==> src/verilog/txs_consts.vh <==
`ifndef TXS_CONSTS_VH
`define TXS_CONSTS_VH

// clock rate
`define TXS_CLK_MHZ        100

// delay figures in nanoseconds
`define TXS_CAL_WAKE_NS    257000
`define TXS_REPEAT_WAKE_NS 110000
`define TXS_TXEN_NS        7000
`define TXS_RF_OFF_NS      3500
`define TXS_PA_SETTLE_NS   1000

// register byte addresses
`define TXS_ADDR_CTRL      12'h000
`define TXS_ADDR_STATUS    12'h004
`define TXS_ADDR_TIMING    12'h008

// control register fields
`define TXS_CTRL_SCAL      0
`define TXS_CTRL_LOWCUR    1
`define TXS_CTRL_ASK       2
`define TXS_CTRL_RSTCMD    3
`define TXS_CTRL_SCAL_RST  1'b1
`define TXS_CTRL_LOWCUR_RST 1'b0
`define TXS_CTRL_ASK_RST   1'b1

// status register fields
`define TXS_ST_MODE_LSB    0
`define TXS_ST_CALDONE     4
`define TXS_ST_CALIB       5
`define TXS_ST_LOCK        6
`define TXS_ST_READY       7
`define TXS_ST_DVALID      8
`define TXS_ST_RFON        9
`define TXS_ST_TXSEC       10
`define TXS_ST_CE          11
`define TXS_ST_REQN        12

// mode codes
`define TXS_MODE_STANDBY   3'h0
`define TXS_MODE_IDLE      3'h1
`define TXS_MODE_FSK       3'h2
`define TXS_MODE_ASK_NORM  3'h3
`define TXS_MODE_ASK_LOW   3'h4

// axi responses
`define TXS_RESP_OKAY      2'h0
`define TXS_RESP_SLVERR    2'h2

`endif

==> src/verilog/txs_sequencer.v <==
`timescale 1ns/1ns
`include "txs_consts.vh"

// Overview of operation
// (RL1) ASK normal transmit runs unlimited, full current
// (RL2) ASK low current transmits, some regulators off
// (RL3) controller waits 2ms before low-current request
// (RL4) enable low standby, high active
// (RL5) request high idle, low transmit
// (RL6) complementary ready outputs, inactive while unlocked
// (RL7) loss of lock suppresses both ready outputs
// (RL8) controller writes setup while enable low
// (RL9) first enable holds 257us for calibration
// (RL10) later enables allow transmit after short wake; here only with single calibration on, otherwise each wake recalibrates
// (RL11) controller waits 250/110us before using request
// (RL12) request high: transmitter off, synthesiser running
// (RL13) request low powers section then ready
// (RL14) low-current first enable needs 2000us wait
// (RL15) enable framing: PA on after wake delay
// (RL16) enable low ends packet, all shut down
// (RL17) no enable framing for first low-current packet
// (RL18) unframed: ready once PLL stable
// (RL19) data valid 7us after ready
// (RL20) single calibration: repeat wake within 110us
// (RL21) RF power falls 3.5us after ready falls; here only once the section is off too, so lock loss keeps RF on
// (RL22) single calibration skips later calibrations
// (RL23) mode decode from enable, request, ASK, low-current
// (RL24) single calibration holds until reset command
// (RL25) inverted ready high idle, low transmitting
// (RL26) delays in clock cycles; reset clears history
module txs_sequencer #(
	parameter CNT_W      = 16,
	parameter CAL_CYC    = (`TXS_CAL_WAKE_NS * `TXS_CLK_MHZ + 999) / 1000,
	parameter REPEAT_CYC = (`TXS_REPEAT_WAKE_NS * `TXS_CLK_MHZ) / 1000
) (
	// clock and reset
	input  wire        aclk,
	input  wire        aresetn,
	// axi4-lite write address
	input  wire [11:0] s_axi_awaddr,
	input  wire        s_axi_awvalid,
	output wire        s_axi_awready,
	// axi4-lite write data
	input  wire [31:0] s_axi_wdata,
	input  wire [3:0]  s_axi_wstrb,
	input  wire        s_axi_wvalid,
	output wire        s_axi_wready,
	// axi4-lite write response
	output reg  [1:0]  s_axi_bresp,
	output reg         s_axi_bvalid,
	input  wire        s_axi_bready,
	// axi4-lite read address
	input  wire [11:0] s_axi_araddr,
	input  wire        s_axi_arvalid,
	output wire        s_axi_arready,
	// axi4-lite read data
	output reg  [31:0] s_axi_rdata,
	output reg  [1:0]  s_axi_rresp,
	output reg         s_axi_rvalid,
	input  wire        s_axi_rready,
	// controller pins
	input  wire        chip_enable,
	input  wire        tx_request_n,
	output reg         tx_ready,
	output reg         tx_ready_n,
	// analog status
	input  wire        pll_lock,
	// power controls
	output reg         regulators_on,
	output reg         regulators_reduced,
	output reg         synth_on,
	output reg         tx_section_on,
	output reg         calibrating,
	output reg         tx_data_valid,
	output reg         rf_power_on,
	output reg  [2:0]  mode_code
);
	// one-hot sequencer states
	localparam [4:0] ST_STANDBY = 5'h01;
	localparam [4:0] ST_WAKE    = 5'h02;
	localparam [4:0] ST_IDLE    = 5'h04;
	localparam [4:0] ST_TXUP    = 5'h08;
	localparam [4:0] ST_TXON    = 5'h10;

	// short delays fit well under 4096 cycles
	localparam TXEN_FULL   = (`TXS_TXEN_NS * `TXS_CLK_MHZ + 999) / 1000;
	localparam RF_OFF_FULL = (`TXS_RF_OFF_NS * `TXS_CLK_MHZ + 999) / 1000;
	localparam SETTLE_FULL = (`TXS_PA_SETTLE_NS * `TXS_CLK_MHZ + 999) / 1000;
	// counts are cut to the counter width on purpose
	localparam [CNT_W-1:0] TXEN_CYC   = TXEN_FULL[CNT_W-1:0];
	localparam [CNT_W-1:0] RF_OFF_CYC = RF_OFF_FULL[CNT_W-1:0];
	localparam [CNT_W-1:0] SETTLE_CYC = SETTLE_FULL[CNT_W-1:0];
	localparam [CNT_W-1:0] CAL_LIM    = CAL_CYC[CNT_W-1:0];
	localparam [CNT_W-1:0] REP_LIM    = REPEAT_CYC[CNT_W-1:0];

	reg  [4:0]       state_q;
	reg  [4:0]       state_d;
	reg              scal_q;
	reg              lowcur_q;
	reg              ask_q;
	reg              caldone_q;
	reg              skip_cal_q;
	reg              rst_cmd_q;
	wire [2:0]       pins_s;
	wire             ce_s;
	wire             req_n_s;
	wire             lock_s;
	wire             wake_done;
	wire             settle_done;
	wire             txen_done;
	wire             rfoff_done;
	wire [CNT_W-1:0] wake_lim;
	wire             wr_go;
	wire [31:0]      status_w;
	wire [31:0]      ctrl_w;
	wire [31:0]      timing_w;
	reg  [2:0]       mode_d;

	// pins come from another party, so every one passes two flops
	txs_sync #(
		.W       (3),
		.RST_VAL (3'h2)
	) u_sync (
		.aclk     (aclk),
		.aresetn  (aresetn),
		.async_in ({pll_lock, tx_request_n, chip_enable}),
		.sync_out (pins_s)
	);
	assign ce_s    = pins_s[0];
	assign req_n_s = pins_s[1];
	assign lock_s  = pins_s[2];

	// wake length picked at enable rise from calibration history
	assign wake_lim = skip_cal_q ? REP_LIM : CAL_LIM; // [RL20] [RL22]

	// wake timer: runs only while waking with enable held
	txs_delay #(
		.CNT_W (CNT_W)
	) u_wake (
		.aclk    (aclk),
		.aresetn (aresetn),
		.run     (state_q == ST_WAKE),
		.limit   (wake_lim),
		.done_q  (wake_done)
	); // [RL9] [RL10] [RL15] [RL26]

	// transmit section settle before ready may rise
	txs_delay #(
		.CNT_W (CNT_W)
	) u_settle (
		.aclk    (aclk),
		.aresetn (aresetn),
		.run     (state_q == ST_TXUP || state_q == ST_TXON),
		.limit   (SETTLE_CYC),
		.done_q  (settle_done)
	); // [RL13]

	// ready to valid data
	txs_delay #(
		.CNT_W (CNT_W)
	) u_txen (
		.aclk    (aclk),
		.aresetn (aresetn),
		.run     (tx_ready),
		.limit   (TXEN_CYC),
		.done_q  (txen_done)
	); // [RL19]

	// ready fall to rf power off
	txs_delay #(
		.CNT_W (CNT_W)
	) u_rfoff (
		.aclk    (aclk),
		.aresetn (aresetn),
		.run     (rf_power_on && !tx_ready && !tx_section_on),
		.limit   (RF_OFF_CYC),
		.done_q  (rfoff_done)
	); // [RL21]

	// sequencer next state
	always @* begin
		state_d = state_q;
		case (state_q)
			ST_STANDBY: begin
				if (ce_s)
					state_d = ST_WAKE; // [RL4]
			end
			ST_WAKE: begin
				if (!ce_s)
					state_d = ST_STANDBY;
				else if (wake_done)
					state_d = ST_IDLE;
			end
			ST_IDLE: begin
				if (!ce_s)
					state_d = ST_STANDBY; // [RL16]
				else if (!req_n_s)
					state_d = ST_TXUP; // [RL5] [RL15] [RL18]
			end
			ST_TXUP: begin
				if (!ce_s)
					state_d = ST_STANDBY;
				else if (req_n_s)
					state_d = ST_IDLE; // [RL13]
				else if (settle_done && lock_s)
					state_d = ST_TXON; // [RL18]
			end
			ST_TXON: begin
				if (!ce_s)
					state_d = ST_STANDBY; // [RL16]
				else if (req_n_s)
					state_d = ST_IDLE; // [RL13]
				else if (!lock_s)
					state_d = ST_TXUP; // [RL7]
			end
			default: state_d = ST_STANDBY;
		endcase
	end

	always @(posedge aclk) begin
		if (!aresetn)
			state_q <= ST_STANDBY;
		else
			state_q <= state_d;
	end

	// calibration history; a completed calibration is remembered only
	// when single calibration is on, otherwise every wake recalibrates
	always @(posedge aclk) begin
		if (!aresetn) begin
			caldone_q  <= 1'b0; // [RL26]
			skip_cal_q <= 1'b0;
		end else begin
			// a finishing calibration wins over a same-cycle reset command
			if (state_q == ST_WAKE && wake_done && !skip_cal_q && scal_q)
				caldone_q <= 1'b1; // [RL9]
			else if (rst_cmd_q)
				caldone_q <= 1'b0; // [RL24]
			if (state_q == ST_STANDBY)
				skip_cal_q <= scal_q && caldone_q && !rst_cmd_q; // [RL22] [RL24]
		end
	end

	// mode decode from the next state, so mode and regulators switch on one edge
	always @* begin
		if (!ce_s || state_d == ST_STANDBY)
			mode_d = `TXS_MODE_STANDBY; // [RL23]
		else if (state_d == ST_WAKE || state_d == ST_IDLE)
			mode_d = `TXS_MODE_IDLE;
		else if (!ask_q)
			mode_d = `TXS_MODE_FSK;
		else if (!lowcur_q)
			mode_d = `TXS_MODE_ASK_NORM;
		else
			mode_d = `TXS_MODE_ASK_LOW;
	end

	// registered pin and power outputs
	always @(posedge aclk) begin
		if (!aresetn) begin
			tx_ready           <= 1'b0;
			tx_ready_n         <= 1'b1;
			regulators_on      <= 1'b0;
			regulators_reduced <= 1'b0;
			synth_on           <= 1'b0;
			tx_section_on      <= 1'b0;
			calibrating        <= 1'b0;
			tx_data_valid      <= 1'b0;
			rf_power_on        <= 1'b0;
			mode_code          <= `TXS_MODE_STANDBY;
		end else begin
			// ready only while the section is up and the loop is locked
			tx_ready   <= (state_d == ST_TXON) && lock_s; // [RL6] [RL7]
			tx_ready_n <= !((state_d == ST_TXON) && lock_s); // [RL6] [RL25]
			regulators_on <= (state_d != ST_STANDBY); // [RL4] [RL1]
			// low-current ASK drops some regulators while transmitting;
			// no cap on burst length is imposed here
			regulators_reduced <= (state_d == ST_TXUP || state_d == ST_TXON) &&
				ask_q && lowcur_q; // [RL2]
			synth_on      <= (state_d != ST_STANDBY); // [RL12]
			tx_section_on <= (state_d == ST_TXUP || state_d == ST_TXON); // [RL12] [RL13]
			calibrating   <= (state_d == ST_WAKE) && !skip_cal_q; // [RL9]
			tx_data_valid <= tx_ready && txen_done && (state_d == ST_TXON); // [RL19]
			if (tx_section_on && tx_ready)
				rf_power_on <= 1'b1;
			else if (rfoff_done)
				rf_power_on <= 1'b0; // [RL21]
			mode_code <= mode_d; // [RL23]
		end
	end

	// axi write: both address and data must be present, taken together
	assign wr_go         = s_axi_awvalid && s_axi_wvalid && !s_axi_bvalid;
	assign s_axi_awready = wr_go;
	assign s_axi_wready  = wr_go;

	// control register, reset command pulses for one cycle
	always @(posedge aclk) begin
		if (!aresetn) begin
			scal_q       <= `TXS_CTRL_SCAL_RST;
			lowcur_q     <= `TXS_CTRL_LOWCUR_RST;
			ask_q        <= `TXS_CTRL_ASK_RST;
			rst_cmd_q    <= 1'b0;
			s_axi_bvalid <= 1'b0;
			s_axi_bresp  <= `TXS_RESP_OKAY;
		end else begin
			rst_cmd_q <= 1'b0;
			if (wr_go) begin
				s_axi_bvalid <= 1'b1;
				if (s_axi_awaddr == `TXS_ADDR_CTRL) begin
					s_axi_bresp <= `TXS_RESP_OKAY;
					if (s_axi_wstrb[0]) begin
						scal_q   <= s_axi_wdata[`TXS_CTRL_SCAL]; // [RL24]
						lowcur_q <= s_axi_wdata[`TXS_CTRL_LOWCUR];
						ask_q    <= s_axi_wdata[`TXS_CTRL_ASK];
						rst_cmd_q <= s_axi_wdata[`TXS_CTRL_RSTCMD];
					end
				end else if (s_axi_awaddr == `TXS_ADDR_STATUS ||
					s_axi_awaddr == `TXS_ADDR_TIMING) begin
					s_axi_bresp <= `TXS_RESP_OKAY; // read-only, write ignored
				end else begin
					s_axi_bresp <= `TXS_RESP_SLVERR;
				end
			end else if (s_axi_bready) begin
				s_axi_bvalid <= 1'b0;
			end
		end
	end

	// read views
	assign ctrl_w = {28'h0000000, 1'b0, ask_q, lowcur_q, scal_q};
	assign status_w = {19'h00000, req_n_s, ce_s, tx_section_on, rf_power_on,
		tx_data_valid, tx_ready, lock_s, calibrating, caldone_q, 1'b0, mode_code};
	assign timing_w = {CAL_LIM, REP_LIM};
	assign s_axi_arready = !s_axi_rvalid;

	// axi read: one cycle from address to data
	always @(posedge aclk) begin
		if (!aresetn) begin
			s_axi_rvalid <= 1'b0;
			s_axi_rdata  <= 32'h00000000;
			s_axi_rresp  <= `TXS_RESP_OKAY;
		end else if (s_axi_arvalid && !s_axi_rvalid) begin
			s_axi_rvalid <= 1'b1;
			s_axi_rresp  <= `TXS_RESP_OKAY;
			case (s_axi_araddr)
				`TXS_ADDR_CTRL:   s_axi_rdata <= ctrl_w;
				`TXS_ADDR_STATUS: s_axi_rdata <= status_w;
				`TXS_ADDR_TIMING: s_axi_rdata <= timing_w;
				default: begin
					s_axi_rdata <= 32'h00000000;
					s_axi_rresp <= `TXS_RESP_SLVERR;
				end
			endcase
		end else if (s_axi_rready) begin
			s_axi_rvalid <= 1'b0;
		end
	end
endmodule // txs_sequencer

==> src/verilog/txs_sync.v <==
`timescale 1ns/1ns
// two-flop synchroniser, one chain per bit
module txs_sync #(
	parameter W       = 1,
	parameter RST_VAL = 1
) (
	// clock and reset
	input  wire         aclk,
	input  wire         aresetn,
	// async in, synced out
	input  wire [W-1:0] async_in,
	output wire [W-1:0] sync_out
);
	genvar i;
	generate
		for (i = 0; i < W; i = i + 1) begin : g_bit
			reg meta_q;
			reg sync_q;
			// first flop feeds only the second one
			always @(posedge aclk) begin
				if (!aresetn) begin
					meta_q <= RST_VAL[i];
					sync_q <= RST_VAL[i];
				end else begin
					meta_q <= async_in[i];
					sync_q <= meta_q;
				end
			end
			assign sync_out[i] = sync_q;
		end
	endgenerate
endmodule // txs_sync

==> src/verilog/txs_delay.v <==
`timescale 1ns/1ns
// level-run delay: done rises limit cycles after run rises, clears with run
module txs_delay #(
	parameter CNT_W = 16
) (
	// clock and reset
	input  wire             aclk,
	input  wire             aresetn,
	// control
	input  wire             run,
	input  wire [CNT_W-1:0] limit,
	output reg              done_q
);
	reg [CNT_W-1:0] cnt_q;

	// count while run holds; dropping run restarts from zero
	always @(posedge aclk) begin
		if (!aresetn || !run) begin
			cnt_q  <= {CNT_W{1'b0}};
			done_q <= 1'b0;
		end else if (!done_q) begin
			cnt_q <= cnt_q + 1'b1;
			if (cnt_q + 1'b1 >= limit)
				done_q <= 1'b1;
		end
	end
endmodule // txs_delay

==> config.mk <==
export PLATFORM = sky130hd
export DESIGN_NAME = txs_sequencer
export DESIGN_NICKNAME = d
export VERILOG_FILES = /design/src/verilog/txs_sequencer.v /design/src/verilog/txs_sync.v /design/src/verilog/txs_delay.v
export VERILOG_INCLUDE_DIRS = /design/src /design/src/verilog
export SDC_FILE = /design/constraint.sdc
export NUM_CORES = 1
export LEC_CHECK = 0
export BUFFER_PORTS_ARGS = -buffer_cell sky130_fd_sc_hd__buf_2
export CORE_MARGIN = 3
export CORE_UTILIZATION = 50
export DETAILED_ROUTE_END_ITERATION = 7
export HOLD_SLACK_MARGIN = 0.12
export PLACE_DENSITY = 0.72
export SLEW_MARGIN = 20
export SYNTH_ARGS = -nofsm -noshare
export SYNTH_HDL_FRONTEND = slang
export SYNTH_SLANG_ARGS = --single-unit
==> constraint.sdc <==
create_clock -name aclk -period 2.9 [get_ports aclk]
set_input_delay 0.58 -clock aclk [delete_from_list [all_inputs] [get_ports aclk]]
set_output_delay 0.58 -clock aclk [all_outputs]
set_load 0.005 [all_outputs]
After elaboration in Yosys (flattened, before gate mapping)
Index checks and enable logic that the tools add are counted.
- word-level logic and storage cells: 149
- bits of input ports: 70
- register bits after elaboration: 134
- reductions and logical operators: 51
- eq/ne operators: 15
- order comparisons: 4
- add/subtract/negate cells: 4
- multiplexer cells: 36
- bitwise operators: 2
- operators with widths (operator ; number):
    31-bit case mux with 3 select lines ; 1
    16-bit by 1-bit adder with 16-bit output (second input constant) ; 4
    5-bit 2-to-1 mux ; 11
    5-bit case mux with 5 select lines ; 1
    12-bit by 3-bit equality test with 1-bit output (second input constant) ; 2
    12-bit by 4-bit equality test with 1-bit output (second input constant) ; 2
    12-bit logical NOT ; 2
    1-bit logical AND ; 18
    1-bit 2-to-1 mux ; 17
    16-bit by 10-bit >= comparator with 1-bit output (second input constant) ; 1
    16-bit by 15-bit >= comparator with 1-bit output ; 1
    16-bit by 7-bit >= comparator with 1-bit output (second input constant) ; 1
    16-bit by 9-bit >= comparator with 1-bit output (second input constant) ; 1
    15-bit 2-to-1 mux ; 1
    1-bit logical NOT ; 12
    5-bit by 1-bit equality test with 1-bit output (second input constant) ; 2
    5-bit by 2-bit equality test with 1-bit output (second input constant) ; 2
    5-bit by 3-bit equality test with 1-bit output (second input constant) ; 2
    5-bit by 4-bit equality test with 1-bit output (second input constant) ; 2
    5-bit equality test (second input constant) ; 2
    1-bit logical OR ; 9
    2-bit 2-to-1 mux ; 4
    2-bit nonzero test ; 4
    3-bit OR reduction ; 2
    7 further kinds ; 8

Logic depth before layout (Yosys ltp)
Gate-level depths: netlist of run 1.
- depth after elaboration: 9
- depth in mapped cells: 11
- depth with buffers taken out: 9

By module
From an unflattened synthesis of run 1, not the netlist that was laid out.
- cell total of the unflattened synthesis: 917
- area total of the unflattened synthesis: 7469.7 um^2
- by module, submodules not included (module ; cells each ; times used ; seq. area each (um^2) ; area an instance (um^2)):
    txs_delay ; 173 ; 4 ; 340.3 ; 1362.6
    txs_sequencer ; 210 ; 1 ; 780.7 ; 1839.3
    txs_sync ; 15 ; 1 ; 120.1 ; 180.2

Worst setup path after synthesis of run 1
Ideal clock, no wire load.
- kind: register -> register
- from: register u_wake.cnt_q[0]
- to: register u_wake.done_q
- stages on the path, launching flop included: 11
- library setup time: 128 ps
- data required time: 2772 ps
- path buffers: 1
- slack: 422 ps
- data arrival time: 2350 ps
- cell sequence: dfxtp_1 -> ha_1 -> nand4_1 -> or3_1 -> clkbuf_1 -> xnor2_1 -> ha_1 -> a21o_1 -> a21oi_1 -> o2111a_1 -> o22ai_1
- cells in the longest elaborated chain, start to end: 4
- ends and longest elaborated chain (item ; line ; source):
    start: declaration ; txs_delay.v:14 ; reg [CNT_W-1:0] cnt_q;
    start signal: assignment ; txs_delay.v:19 ; cnt_q <= {CNT_W{1'b0}};
    start signal: assignment ; txs_delay.v:22 ; cnt_q <= cnt_q + 1'b1;
    16-bit by 1-bit adder with 16-bit output ; txs_delay.v:23 ; if (cnt_q + 1'b1 >= limit)
    16-bit by 15-bit >= comparator with 1-bit output ; txs_delay.v:23 ;
    1-bit 2-to-1 mux ; txs_delay.v:23 ;
    1-bit 2-to-1 mux ; txs_delay.v:21 ; end else if (!done_q) begin
    end signal: assignment ; txs_delay.v:20 ; done_q <= 1'b0;
    end signal: assignment ; txs_delay.v:24 ; done_q <= 1'b1;
    end: declaration ; txs_delay.v:12 ; output reg done_q
No other way between the ends.
A chain may end at the register's enable or synchronous reset.

Worst setup path after layout of run 1
Ends and elaborated chain as after synthesis.

==> results of run 1 <==
## report_power, final
| group | switching [mW] | total, mW | internal (mW) | leakage, nW |
|---|---|---|---|---|
| clock network | 0.694 | 2.07 | 1.37 | 0.295 |
| registers | 0.0121 | 1.58 | 1.57 | 0.914 |
| logic | 0.0552 | 0.106 | 0.0510 | 1.40 |
| total | 0.761 | 3.76 | 2.99 | 2.61 |
## final timing paths
path                       endpoint                   start  slack (ns)  cells past startpoint
min reg2reg  u_sync.g_bit[1].sync_q  u_sync.g_bit[1].meta_q        0.42                      1
max                   u_wake.done_q         u_wake.cnt_q[0]        0.37                      9
min          u_sync.g_bit[1].meta_q            tx_request_n        0.36                      2
max reg2reg           u_wake.done_q         u_wake.cnt_q[0]        0.37                      9
## per-layer routing
metal	global-route usage, %	share of wire [%]
met5	0	0
met4	5.712	1.1
met3	5.368	4.0
met2	33.92	50
met1	23.58	45
## state kept, by name, indices dropped and copies added (netlist names), 3 cells and up
| name | cells |
|---|---|
| mode_code | 3 |
| s_axi_rdata | 13 |
| state_q | 5 |
| u_sync.g_bit.sync_q | 3 |
| u_wake.cnt_q | 16 |
| u_sync.g_bit.meta_q | 3 |
| u_settle.cnt_q | 16 |
| u_rfoff.cnt_q | 16 |
| u_txen.cnt_q | 16 |
## cell families after synthesis
kind of cell             Yosys count  synth area share (%)
AO/OA/AOI/OAI                     97                 10.90
XOR/XNOR                          80                 11.85
flip-flops                       113                 38.26
adder cells (fa/ha/maj)           15                 3.175
buffers and inverters             76                 6.434
multiplexers                      11                 1.968
AND/OR/NAND/NOR                  318                 27.34
other                              1               0.06343
## final cells by class
cell class	count	share of cell area (%)
multi-input cells	535	48.54
flip-flops and latches	113	33.09
clock buffers	23	7.284
repair buffers	81	6.076
well taps	143	2.617
clock inverters	9	1.519
inverters	16	0.8785
## cell usage in the layout, fill, tap and decap left out, drive strengths merged, types with 4 or more instances in the layout
cell and n:
o211ai 5, and3 8, or3 7, inv 16, nand2 45, nand4 24, and2 8, ha 15
conb 14, mux2 5, a21boi 6, nor2 94, or4 4, or2 5, a21oi 21, nor3b 4
a22oi 5, and4 4, a31oi 5, nor4 16, nand3 38, clkinv 5, mux2i 6, dfxtp 113
nor2b 19, buf 81, clkbuf 23, xor2 35, o21ai 23, xnor2 45, nor3 26, nand2b 8
## per-stage QoR
stage / total power, mW / setup slack (ns)
2_1_floorplan: 1.684 / 0.4222
3_3_place_gp: 1.719 / 0.4276
3_5_place_dp: 1.722 / 0.4062
4_1_cts: 3.795 / 0.3758
5_1_grt: 3.888 / 0.1738
6_report: 3.756 / 0.3725
==> out/results.tsv, run 1 <==
metric	value	unit
path_class	reg -> reg	
cts_max_level	4	
multi_input_area	3318	um2
status	complete, no violations	
finish.utilization	59.62	%
syn_inst	711	
grt.total_usage	19.49	%
place.gp.congestion	0.8304	
cpMaxStageDelayCell	or4_1	
postRouteWirelength	12170	um
synth_most_common_cell	dfxtp_1	
relSlewSlack	49.37	%
dieWidth	114.7	um
worst-path-buf-inv	0	
antenna_left	0	
tns	0	ns
antenna-diode-count	0	
root_buffer	clkbuf_16	
yosysSeqAreaShare	38.26	%
grt_pass1_wl	21430	um
finalHoldViolations	0	
place_area	6235	um2
worst_clock_skew	0.009358	ns
yosysTopAreaCellShare	38.26	%
rsz0062_at_grt	false	
finalCritPeriodShare	87.15	%
vias	5036	
crit_path_start_kind	register	
cts_tree	done	
synth_seq_cells	113	
core_region_area	11470	um2
nets	849	
antenna_found_initial	0	
ios	123	
cp_max_fo	8	
synth_edf_count	0	
synth_area	5912	um2
initial_core_util	51.55	%
first_pass_iters	5	
p_leak	2.605	nW
fin_cells	920	
whs	0.3634	ns
clock_path_buffers	2	
fin_crit	2.527	ns
cts_buffers	17	
seqCellArea	2262	um2
hold_buffers	0	
hp-class	in -> reg	
wl_per_cell	13.23	um
dp_hpwl	8571	um
num_rows	39	
fin_area	6837	um2
drv_slew	0	
setup_viol	0	
globalRouteOverflowTotal	0	
cpLargestDelayFamily	simple AND/OR/NAND/NOR gates	
dp.cells	888	
synthTopCellsByArea	dfxtp_1, xnor2_1, nor2_1, xor2_1, nand3_1	
synth_top_area_cell	dfxtp_1	
synth_top_flop_cell	dfxtp_1	
cap_viol_max_count	0	
synthArstFlopShare	0	%
synth_commonest_cells	dfxtp_1, nor2_1, xnor2_1, nand2_1, nand3_1	
postCtsSetupRepairBufs	0	
drc	0	
die_area	13160	um2
power-per-cell-area	549.4	nW/um2
die_y	114.7	um
grt_pass1_vias	4865	
clk_pin_slew	0.05	ns
avgSynthCellArea	8.315	um2
drt_iter0_markers	312	
cp-end-kind	register	
port_buffers	77	
clock_latency	0.41	ns
num-fill-cells	998	
cts_resized	0	
required	3.18	ns
crit_chain	nand3_1 > or4_1 > nor2_1 > xor2_1 > ha_1 > and3_1 > o31ai_1 > o2111a_1 > o22ai_1	
ir_drop	0.4705	mV
fmaxAchievable	395.6	MHz
synth.distinct_cells	60	
syn2layout_area_growth	15.64	%
worst_pin_slew	0.7579	ns
critical-path-max-stage-delay	0.67	ns
cp.arrival	2.81	ns
routed_via_density	5.474	
clock-sinks	113	
yosysWarnings	0	
grt_max_degree	30	
drive_gt1_share	16.22	%
Note: power is estimated with default switching activity, not from simulation.
==> run 2: changes to the inputs <==
Settings changed: CORE_MARGIN 3 to 1.5, CORE_UTILIZATION 50 to 45, PLACE_DENSITY 0.72 to 0.66.
==> run 2 against run 1 <==
  * Die area up 5.1%
  * Via count is 1.4% lower
  * Hold slack lost 0.014 ns
  * Combinational power barely moved
  * Non-clock buffer count fell by 1
  * Register-to-register slack is essentially flat
  * Clock skew shrank 0.0020 ns
  * First-iteration DRC count is 15% lower
  * Sequential power barely moved
  * Global-route usage down 1.7 points
  * Clock-buffer cell count fell by 1
  * Critical endpoint unchanged
  * Largest cell class unchanged
==> out/results.tsv, run 2 (synthesis gave the netlist of run 1 again) <==
metric	value	unit
grt_pass1_vias	4742	
globalRouteOverflowTotal	0	
mostFrequentLayoutCell	dfxtp_1	
finalCritPeriodShare	87.38	%
crit_path_start_kind	register	
routed_via_density	5.241	
cts_max_level	4	
clock-sinks	113	
die_y	117.6	um
ios	123	
root_buffer	clkbuf_16	
cp_max_fo	8	
drv_slew	0	
antenna_left	0	
core_region_area	12720	um2
drt_iter0_markers	265	
cts_buffers	17	
num_rows	41	
tns	0	ns
rsz0062_at_grt	false	
postRouteWirelength	11910	um
relSlewSlack	50.85	%
cap_viol_max_count	0	
cts_tree	done	
place_area	6264	um2
clock_latency	0.41	ns
fin_area	6862	um2
dieWidth	117.6	um
p_leak	2.596	nW
ir_drop	0.4206	mV
postCtsSetupRepairBufs	0	
status	complete, no violations	
cts_resized	0	
wl_per_cell	12.56	um
grt.total_usage	17.78	%
required	3.19	ns
antenna_found_initial	0	
grt_max_degree	30	
clk_pin_slew	0.05	ns
path_class	reg -> reg	
drc	0	
first_pass_iters	4	
clock_path_buffers	2	
final_cell_mix	dfxtp_1, nor2_1, buf_2	
hp-class	in -> reg	
vias	4968	
place.gp.congestion	0.8472	
worst_clock_skew	0.007365	ns
dp_hpwl	8299	um
initial_core_util	46.47	%
finalHoldViolations	0	
nets	848	
port_buffers	77	
worst_pin_slew	0.7330	ns
die_area	13830	um2
power-per-cell-area	549.3	nW/um2
setup_viol	0	
fin_crit	2.534	ns
cp-end-kind	register	
hold_buffers	0	
grt_pass1_wl	20620	um
syn2layout_area_growth	16.06	%
cp.arrival	2.83	ns
antenna-diode-count	0	
fmaxAchievable	394.6	MHz
drive_gt1_share	15.85	%
## run 2: path summary, 6_finish.rpt
kind,startpoint,to,slack (ns),cells after the start
worst max-delay path,u_wake.cnt_q[2],u_wake.done_q,0.37,9
worst min-delay path,tx_request_n,u_sync.g_bit[1].meta_q,0.35,2
worst max register to register,u_wake.cnt_q[2],u_wake.done_q,0.37,9
worst min register to register,u_sync.g_bit[1].meta_q,u_sync.g_bit[1].sync_q,0.41,1
## run 2: power by group
part           switching, mW  internal, mW  total, mW
logic                 0.0538        0.0509      0.105
registers             0.0125          1.57       1.58
clock network          0.692          1.39       2.08
## run 2: stage by stage
stage / hold slack [ns] / cells / power (mW) / worst slack [ns] / utilization (%)
CTS: 0.3348 / 948 / 3.813 / 0.3575 / 53.93
floorplan: 0.3863 / 724 / 1.684 / 0.4222 / -
global placement: 0.4038 / 916 / 1.719 / 0.4266 / 49.23
detailed placement: 0.4025 / 916 / 1.721 / 0.3738 / 49.23
global route: 0.3504 / 948 / 3.895 / 0.1405 / 53.93
finish: 0.3491 / 948 / 3.769 / 0.3660 / 53.93
## run 2: final cells by class
| class | count | area (um2) |
|---|---|---|
| fillers | 1243 | 5861 |
| multi-input cells | 535 | 3318 |
| repair buffers | 80 | 407.9 |
| flip-flops and latches | 113 | 2262 |
| clock inverters | 10 | 133.9 |
| inverters | 16 | 60.06 |
| well taps | 172 | 215.2 |
| clock buffers | 22 | 464.2 |
## run 2: metal layers
| metal | vias up | GRT usage (%) | wire [um] |
|---|---|---|---|
| met5 | - | 0 | 0 |
| met4 | 0 | 6.784 | 125 |
| met3 | 13 | 5.329 | 446 |
| met2 | 87 | 30.15 | 5853 |
| met1 | 2309 | 21.13 | 5481 |
| li1 | 2559 | - | - |
## run 2: worst max-delay path: stages (launching register included)
cell	delay, ns
dfxtp_1	0.46
nand2_1	0.12
or4_1	0.68
nor2_1	0.16
xor2_1	0.17
ha_1	0.26
and3_1	0.20
o31ai_1	0.07
o2111a_1	0.22
o22ai_1	0.07
